==> src/inc/acc_defines.vh <==
// register offsets, field positions and reset values of the comparator control block
`ifndef ACC_DEFINES_VH
`define ACC_DEFINES_VH

// ----------------------------------------------------------------
// register byte offsets
// ----------------------------------------------------------------
`define ACC_OFS_CTRL 4'h0
`define ACC_OFS_TRIM 4'h4
`define ACC_OFS_IRQ_STAT 4'h8
`define ACC_OFS_IRQ_MASK 4'hC

// ----------------------------------------------------------------
// control register fields
// ----------------------------------------------------------------
`define ACC_CTRL_EN 6
`define ACC_CTRL_INV 5
`define ACC_CTRL_RES 4
`define ACC_CTRL_SPD_HI 3
`define ACC_CTRL_SPD_LO 2
`define ACC_CTRL_RESET 8'h00
`define ACC_CTRL_WMASK 8'h6C

// ----------------------------------------------------------------
// trim register fields
// ----------------------------------------------------------------
`define ACC_TRIM_MODE 6
`define ACC_TRIM_REF 5
`define ACC_TRIM_VAL_HI 4
`define ACC_TRIM_RESET 8'h10
`define ACC_TRIM_WMASK 8'h7F

// ----------------------------------------------------------------
// interrupt status bits
// ----------------------------------------------------------------
`define ACC_IRQ_CHG 0
`define ACC_IRQ_WAKE 1
`define ACC_IRQ_WIDTH 2

// ----------------------------------------------------------------
// bus answers
// ----------------------------------------------------------------
`define ACC_RESP_OKAY 2'h0
`define ACC_RESP_SLVERR 2'h2

`endif

==> src/design/acc_sync.v <==
// two flip-flop synchroniser for a single level
`timescale 1ns/1ps

module acc_sync (
    input wire mclk,
    input wire rst_b,
    input wire din,
    output wire dout
);
    reg stage1_r;
    reg stage2_r;

    // only stage2 reads stage1
    always @(posedge mclk) begin
        if (!rst_b) begin
            stage1_r <= 1'b0;
            stage2_r <= 1'b0;
        end else begin
            stage1_r <= din;
            stage2_r <= stage1_r;
        end
    end

    assign dout = stage2_r;
endmodule // acc_sync

==> src/design/acc_comparator_ctrl.v <==
// control, status, trim and interrupt logic for one analog comparator
//
// The placing of the registers and register access over AXI4-Lite were left to the implementer.
`timescale 1ns/1ps
`include "acc_defines.vh"

module acc_comparator_ctrl (
    input wire mclk,
    input wire rst_b,
    // axi4-lite slave
    input wire [3:0] s_axi_awaddr,
    input wire s_axi_awvalid,
    output wire s_axi_awready,
    input wire [31:0] s_axi_wdata,
    input wire [3:0] s_axi_wstrb,
    input wire s_axi_wvalid,
    output wire s_axi_wready,
    output wire [1:0] s_axi_bresp,
    output wire s_axi_bvalid,
    input wire s_axi_bready,
    input wire [3:0] s_axi_araddr,
    input wire s_axi_arvalid,
    output wire s_axi_arready,
    output wire [31:0] s_axi_rdata,
    output wire [1:0] s_axi_rresp,
    output wire s_axi_rvalid,
    input wire s_axi_rready,
    // analog core
    input wire cmpRaw,
    output reg cmpPowerOn,
    output reg [1:0] cmpSpeedSel,
    output reg trimModeOut,
    output reg trimRefSelOut,
    output reg [4:0] trimValueOut,
    output reg hystEnable,
    // system
    input wire sleepMode,
    input wire [1:0] portPinIn,
    output reg [1:0] portPinRead,
    output wire irq,
    output reg wakeReq
);
    // ----------------------------------------------------------------
    // register state
    // ----------------------------------------------------------------
    reg cmpEnable_r;
    reg cmpInvert_r;
    reg [1:0] cmpSpeedSel_r;
    reg trimMode_r;
    reg trimRefSel_r;
    reg [4:0] trimValue_r;
    reg [`ACC_IRQ_WIDTH-1:0] irqStat_r;
    reg [`ACC_IRQ_WIDTH-1:0] irqStat_nxt;
    reg [`ACC_IRQ_WIDTH-1:0] irqMask_r;
    reg cmpResult_r;
    reg sleepPrev_r;
    reg wakeBlock_r;
    reg cmpSync;
    wire cmpSyncW;
    wire cmpResultNxt;
    wire resultChange;
    wire wakeEvent;
    wire wakeBlockNow;
    wire [1:0] pinSync;
    // reset words of both registers, sliced per field below
    wire [7:0] ctrlReset = `ACC_CTRL_RESET;
    wire [7:0] trimReset = `ACC_TRIM_RESET;

    // ----------------------------------------------------------------
    // bus handshake state
    // ----------------------------------------------------------------
    reg awHeld_r;
    reg [3:0] awAddr_r;
    reg wHeld_r;
    reg [31:0] wData_r;
    reg [3:0] wStrb_r;
    reg bValid_r;
    reg [1:0] bResp_r;
    reg rValid_r;
    reg [31:0] rData_r;
    reg [1:0] rResp_r;
    wire doWrite;
    wire doRead;
    wire wrLane0;
    wire [7:0] wrByte;
    reg [7:0] ctrlRead;
    reg [7:0] trimRead;

    // ----------------------------------------------------------------
    // comparator input synchroniser
    // ----------------------------------------------------------------
    acc_sync uSyncCmp (
        .mclk(mclk),
        .rst_b(rst_b),
        .din(cmpRaw),
        .dout(cmpSyncW)
    );

    // pin inputs also pass two flip-flops
    genvar gi;
    generate
        for (gi = 0; gi < 2; gi = gi + 1) begin : gPinSync
            acc_sync uSyncPin (
                .mclk(mclk),
                .rst_b(rst_b),
                .din(portPinIn[gi]),
                .dout(pinSync[gi])
            );
        end
    endgenerate

    // synchronised comparator bit for polarity and change logic
    always @* begin
        cmpSync = cmpSyncW;
    end

    // ----------------------------------------------------------------
    // result bit and change detect
    // ----------------------------------------------------------------
    // disabled forces zero, else polarity applied
    assign cmpResultNxt = cmpEnable_r & (cmpSync ^ cmpInvert_r);
    assign resultChange = cmpResultNxt ^ cmpResult_r;

    // entry cycle: the flag itself blocks, later the latched block does
    assign wakeBlockNow = (sleepMode & ~sleepPrev_r) ? irqStat_r[`ACC_IRQ_CHG]
        : wakeBlock_r;
    // wake only when the flag was clear on sleep entry
    assign wakeEvent = resultChange & sleepMode & cmpEnable_r & ~wakeBlockNow;

    // result register, sleep edge detect and wake pulse
    always @(posedge mclk) begin
        if (!rst_b) begin
            cmpResult_r <= 1'b0;
            sleepPrev_r <= 1'b0;
            wakeBlock_r <= 1'b0;
            wakeReq <= 1'b0;
        end else begin
            cmpResult_r <= cmpResultNxt;
            sleepPrev_r <= sleepMode;
            // block holds for the rest of the sleep spell
            if (!sleepMode) begin
                wakeBlock_r <= 1'b0;
            end else begin
                wakeBlock_r <= wakeBlockNow | wakeEvent;
            end
            wakeReq <= wakeEvent;
        end
    end

    // ----------------------------------------------------------------
    // analog-facing outputs
    // ----------------------------------------------------------------
    // registered copies of the fields toward the analog core
    always @(posedge mclk) begin
        if (!rst_b) begin
            cmpPowerOn <= ctrlReset[`ACC_CTRL_EN];
            cmpSpeedSel <= ctrlReset[`ACC_CTRL_SPD_HI:`ACC_CTRL_SPD_LO];
            trimModeOut <= trimReset[`ACC_TRIM_MODE];
            trimRefSelOut <= trimReset[`ACC_TRIM_REF];
            trimValueOut <= trimReset[`ACC_TRIM_VAL_HI:0];
            hystEnable <= ~trimReset[`ACC_TRIM_MODE];
            portPinRead <= 2'h0;
        end else begin
            cmpPowerOn <= cmpEnable_r;
            cmpSpeedSel <= cmpSpeedSel_r;
            trimModeOut <= trimMode_r;
            trimRefSelOut <= trimRefSel_r;
            trimValueOut <= trimValue_r;
            hystEnable <= ~trimMode_r;
            portPinRead <= cmpEnable_r ? 2'h0 : pinSync;
        end
    end

    // ----------------------------------------------------------------
    // axi4-lite write path
    // ----------------------------------------------------------------
    assign s_axi_awready = ~awHeld_r & ~bValid_r;
    assign s_axi_wready = ~wHeld_r & ~bValid_r;
    assign doWrite = awHeld_r & wHeld_r & ~bValid_r;
    assign wrLane0 = wStrb_r[0];
    assign wrByte = wData_r[7:0];

    // address and data held until both are in, then answer
    always @(posedge mclk) begin
        if (!rst_b) begin
            awHeld_r <= 1'b0;
            awAddr_r <= 4'h0;
            wHeld_r <= 1'b0;
            wData_r <= 32'h00000000;
            wStrb_r <= 4'h0;
            bValid_r <= 1'b0;
            bResp_r <= `ACC_RESP_OKAY;
        end else begin
            if (s_axi_awvalid && s_axi_awready) begin
                awHeld_r <= 1'b1;
                awAddr_r <= s_axi_awaddr;
            end
            if (s_axi_wvalid && s_axi_wready) begin
                wHeld_r <= 1'b1;
                wData_r <= s_axi_wdata;
                wStrb_r <= s_axi_wstrb;
            end
            if (doWrite) begin
                awHeld_r <= 1'b0;
                wHeld_r <= 1'b0;
                bValid_r <= 1'b1;
                case (awAddr_r)
                    `ACC_OFS_CTRL, `ACC_OFS_TRIM, `ACC_OFS_IRQ_STAT,
                    `ACC_OFS_IRQ_MASK: bResp_r <= `ACC_RESP_OKAY;
                    default: bResp_r <= `ACC_RESP_SLVERR;
                endcase
            end else if (bValid_r && s_axi_bready) begin
                bValid_r <= 1'b0;
            end
        end
    end

    // write answer straight from its registers
    assign s_axi_bvalid = bValid_r;
    assign s_axi_bresp = bResp_r;

    // ----------------------------------------------------------------
    // register writes
    // ----------------------------------------------------------------
    // only writable bits stored, others ignored
    always @(posedge mclk) begin
        if (!rst_b) begin
            cmpEnable_r <= ctrlReset[`ACC_CTRL_EN];
            cmpInvert_r <= ctrlReset[`ACC_CTRL_INV];
            cmpSpeedSel_r <= ctrlReset[`ACC_CTRL_SPD_HI:`ACC_CTRL_SPD_LO];
            trimMode_r <= trimReset[`ACC_TRIM_MODE];
            trimRefSel_r <= trimReset[`ACC_TRIM_REF];
            trimValue_r <= trimReset[`ACC_TRIM_VAL_HI:0];
            irqMask_r <= 2'h0;
        end else if (doWrite && wrLane0) begin
            if (awAddr_r == `ACC_OFS_CTRL) begin
                cmpEnable_r <= wrByte[`ACC_CTRL_EN];
                cmpInvert_r <= wrByte[`ACC_CTRL_INV];
                cmpSpeedSel_r <= wrByte[`ACC_CTRL_SPD_HI:`ACC_CTRL_SPD_LO];
            end
            if (awAddr_r == `ACC_OFS_TRIM) begin
                trimMode_r <= wrByte[`ACC_TRIM_MODE];
                trimRefSel_r <= wrByte[`ACC_TRIM_REF];
                trimValue_r <= wrByte[`ACC_TRIM_VAL_HI:0];
            end
            if (awAddr_r == `ACC_OFS_IRQ_MASK) begin
                irqMask_r <= wrByte[`ACC_IRQ_WIDTH-1:0];
            end
        end
    end

    // ----------------------------------------------------------------
    // interrupt status: set wins over write-one-to-clear
    // ----------------------------------------------------------------
    always @* begin
        irqStat_nxt = irqStat_r;
        if (doWrite && wrLane0 && awAddr_r == `ACC_OFS_IRQ_STAT) begin
            irqStat_nxt = irqStat_nxt & ~wrByte[`ACC_IRQ_WIDTH-1:0];
        end
        if (resultChange) begin
            irqStat_nxt[`ACC_IRQ_CHG] = 1'b1;
        end
        if (wakeEvent) begin
            irqStat_nxt[`ACC_IRQ_WAKE] = 1'b1;
        end
    end

    // sticky status flops
    always @(posedge mclk) begin
        if (!rst_b) begin
            irqStat_r <= 2'h0;
        end else begin
            irqStat_r <= irqStat_nxt;
        end
    end

    // level request while any unmasked flag is set
    assign irq = |(irqStat_r & irqMask_r);

    // ----------------------------------------------------------------
    // axi4-lite read path
    // ----------------------------------------------------------------
    assign s_axi_arready = ~rValid_r;
    assign doRead = s_axi_arvalid & ~rValid_r;

    // reserved bits read zero
    always @* begin
        ctrlRead = 8'h00;
        ctrlRead[`ACC_CTRL_EN] = cmpEnable_r;
        ctrlRead[`ACC_CTRL_INV] = cmpInvert_r;
        ctrlRead[`ACC_CTRL_RES] = cmpResult_r;
        ctrlRead[`ACC_CTRL_SPD_HI:`ACC_CTRL_SPD_LO] = cmpSpeedSel_r;
        trimRead = 8'h00;
        trimRead[`ACC_TRIM_MODE] = trimMode_r;
        trimRead[`ACC_TRIM_REF] = trimRefSel_r;
        trimRead[`ACC_TRIM_VAL_HI:0] = trimValue_r;
    end

    // read data captured when the address is taken
    always @(posedge mclk) begin
        if (!rst_b) begin
            rValid_r <= 1'b0;
            rData_r <= 32'h00000000;
            rResp_r <= `ACC_RESP_OKAY;
        end else if (doRead) begin
            rValid_r <= 1'b1;
            rResp_r <= `ACC_RESP_OKAY;
            case (s_axi_araddr)
                `ACC_OFS_CTRL: rData_r <= {24'h000000, ctrlRead};
                `ACC_OFS_TRIM: rData_r <= {24'h000000, trimRead};
                `ACC_OFS_IRQ_STAT: rData_r <= {30'h00000000, irqStat_r};
                `ACC_OFS_IRQ_MASK: rData_r <= {30'h00000000, irqMask_r};
                default: begin
                    rData_r <= 32'h00000000;
                    rResp_r <= `ACC_RESP_SLVERR;
                end
            endcase
        end else if (rValid_r && s_axi_rready) begin
            rValid_r <= 1'b0;
        end
    end

    // read answer straight from its registers
    assign s_axi_rvalid = rValid_r;
    assign s_axi_rdata = rData_r;
    assign s_axi_rresp = rResp_r;
endmodule // acc_comparator_ctrl

==> config.mk <==
export PLATFORM = sky130hd
export DESIGN_NAME = acc_comparator_ctrl
export DESIGN_NICKNAME = d
export VERILOG_FILES = /design/src/design/acc_sync.v /design/src/design/acc_comparator_ctrl.v
export VERILOG_INCLUDE_DIRS = /design/src /design/src/inc
export SDC_FILE = /design/constraint.sdc
export NUM_CORES = 1
export LEC_CHECK = 0
export BUFFER_PORTS_ARGS = -buffer_cell sky130_fd_sc_hd__clkbuf_2
export CAP_MARGIN = 25
export CORE_AREA = 2 2 74 76
export CTS_CLUSTER_DIAMETER = 50
export CTS_CLUSTER_SIZE = 10
export DETAILED_ROUTE_END_ITERATION = 8
export DIE_AREA = 0 0 76 78
export GPL_ROUTABILITY_DRIVEN = 0
export PLACE_DENSITY = 0.83
export SYNTH_ARGS = -nofsm -noshare
export SYNTH_HDL_FRONTEND = slang
export SYNTH_SLANG_ARGS = --single-unit
==> constraint.sdc <==
create_clock -name mclk -period 3.6 [get_ports mclk]
set_clock_uncertainty 0.05 [all_clocks]
set_input_delay 0.18 -clock mclk [delete_from_list [all_inputs] [get_ports mclk]]
set_output_delay 0.18 -clock mclk [all_outputs]
set_load 0.05 [all_outputs]
==> results.toml <==
[worst_setup_path]
reg2reg_depth = 3
worstPathArrival_ns = 1.92
r2r_setup_slack_ns = 1.87
cp_cell_sequence = "nor4b_2 > nand3_1 > a21oi_1"
path_delay_family = "simple AND/OR/NAND/NOR gates"
crit_path_max_fanout = 11
crit_type = "flip-flop to flip-flop"
startpoint = "wHeld_r$_SDFFE_PP0P_"
worst-path-buf-inv = 0
max_stage_delay_ns = 0.79
r2r_start = "wHeld_r$_SDFFE_PP0P_"
r2r-end = "trimValue_r[2]$_SDFFE_PN0P_"
crit_path_end_kind = "flip-flop"
worstSetupStartpointType = "flip-flop"
slowest_stage = "nor4b_2"
cp.required_ns = 3.79

[global_routing]
antenna_found_initial = 0
overflow = 0
grt_usage = 0.174
grt_pass1_vias = 1726
grt_max_degree = 32
grt_pass1_wl_mm = 8.18

[detailed_routing]
dr.pass1.iters = 4
drt_first_iter_violations = 127
drc = 0
wl_mm = 4.91
postRouteAntennaNets = 0
drt-vias-per-instance = 4.85
route.vias.total = 1919
wl_per_cell_um = 12.4

[synthesis]
ys_ff_latch = 63
netlist_top_cells_area = "dfxtp_1 49%, buf_4 7.9%, mux2i_1 7.8%, and2_1 3.4%, nor2_1 3.2%"
synth_commonest_cells = "63 x dfxtp_1, 27 x buf_4, 22 x nor2_1"
synth.most_common_cell = "dfxtp_1"
avgSynthCellArea_um2 = 9.72
synth_warnings = 0
synth_ff_type = "dfxtp_1"
synth_area_um2 = 2570
synth-edff-count = 0
yosysTopAreaCellShare = 0.491
synth_area_leader_cell = "dfxtp_1"
ys_async_sr_fraction = 0
synth_cell_type_count = 45
syn_inst = 264
synth-seq-area-share = 0.491

[clock_tree]
h-tree-depth = 3
cts_hold_buf = 4
cts_max_path_buffers = 2
path_clk_slew_ns = 0.07
numCtsBuffers = 9
post-cts-setup-buffers = 0
root_buffer = "clkbuf_8"
cts_resized = 0
clock_latency_ns = 0.33
cts_sinks = 63
cts_tree = "yes"

[status]
status = "finished clean"

[job]
max_cap_viol_count = 0

[floorplanning]
rows = 26
fp.dieW_um = 76
initial_utilization = 0.509
die_h_um = 78
design.core.area_um2 = 5040
fp.dieArea_um2 = 5930
io_pins = 111

[hold_path]
min_from = "s_axi_wdata[3]"
min_path_type = "primary input to flip-flop"
hold_end = "wData_r[3]$_SDFFE_PN0P_"
holdPathStages = 3

[final_layout]
postLayoutCellArea_um2 = 3050
diodes = 0
drive_gt1_frac = 0.248
syn2layout_area_growth_pct = 18.7
final_nets = 376

[sta]
finalCritPeriodShare = 0.482
rsz0062_at_grt = "false"
worst_pin_slew_ns = 0.970
slew-limit-headroom = 0.352
hold_violations = 0
period_needed_ns = 1.73
slew_viol_final = 0
setup_viol = 0
fmax_mhz = 577
tns_ns = 0

[place]
port_buffers = 55
dp_hpwl_mm = 3.39
placed_cell_area_um2 = 2760

[power_and_ir_drop]
ir_drop_v = 0.000289
p_leak_nw = 1.32
power_density_nw_per_um2 = 538
-- tightest hold or removal path: cells and delay by family --
kind	cells	cell delay (ns)
buffers and inverters	1	0.07
AND/OR/NAND/NOR	1	0.07
multiplexers	1	0.05
-- worst max-delay path by stage --
stage	endpoint	cells past startpoint	slack, ns
finish	trimValue_r[2]$_SDFFE_PN0P_	3	1.87
global route	trimValue_r[2]$_SDFFE_PN0P_	3	1.76
CTS	trimValue_r[2]$_SDFFE_PN0P_	3	1.87
detailed placement	s_axi_rdata[5]$_SDFFE_PN0P_	4	1.62
global placement	s_axi_rdata[6]$_SDFFE_PN0P_	4	1.63
floorplan	trimValue_r[4]$_SDFFE_PN1P_	5	1.93
-- placed cells by master, fill, tap and decap left out, drive strengths merged, types with 2 or more instances in the layout --
cell,instances
or4b,2
a21oi,13
inv,5
nor4b,2
nand3,12
a211oi,2
mux2,4
nor2,22
o22ai,2
nor3b,2
nand2b,4
bufinv,2
o2bb2ai,5
dfxtp,63
nand2,13
mux2i,20
and3,2
and2,14
nor2b,2
a22oi,2
dlygate4sd3,4
nand3b,2
conb,27
o21ai,13
clkbuf,69
nor3,4
-- kinds of logic after synthesis --
logic type                count (synthesis)  share of synthesized area
AOI/OAI and AO/OA                        41                     0.0980
and+or+nand+nor                          89                      0.197
buffers and inverters                    45                      0.113
muxes                                    24                     0.0956
xor gates and xnor gates                  1                    0.00341
DFF                                      63                      0.491
other                                     1                    0.00146
-- metal layers --
metal / part of all wire / global-route usage / up-vias
met5: 0 / 0 / -
met4: 0.0065 / 0.0800 / 0
met3: 0.069 / 0.0605 / 4
met2: 0.47 / 0.264 / 78
met1: 0.46 / 0.224 / 864
li1: - / - / 973
-- sequential cells by signal (all words and copies together), names as in the netlist, 2 cells and up --
register and flops:
awAddr_r 4, cmpSpeedSel 2, cmpSpeedSel_r 2, gPinSync.uSyncPin.dout 2
gPinSync.uSyncPin.stage1_r 2, irqMask_r 2, irqStat_r 2, portPinRead 2
s_axi_rdata 7, trimValueOut 5, trimValue_r 5, wData_r 7
-- report_power, final --
part	internal, mW	total [mW]	switching, mW
logic	0.0499	0.190	0.140
registers	0.717	0.737	0.0201
clock network	0.466	0.711	0.245
total	1.23	1.64	0.405
-- cell type report --
class	count	area (um2)
clock buffers	14	183
clock inverters	2	60.1
fillers	451	2000
inverters	5	18.8
multi-input cells	182	1110
flip-flops and latches	63	1260
well taps	70	87.6
repair buffers	60	323
-- metrics by stage --
stage	power (mW)	hold slack, ns	util	instances	worst slack, ns
2_1_floorplan	0.929	0.229	-	290	1.93
3_3_place_gp	0.935	0.315	0.548	376	1.63
3_5_place_dp	0.938	0.329	0.548	376	1.62
4_1_cts	1.66	0.0147	0.604	396	1.87
5_1_grt	1.70	0.0229	0.604	396	1.76
6_report	1.64	0.0324	0.604	396	1.87
No activity file was read; power rests on OpenSTA's default activity.
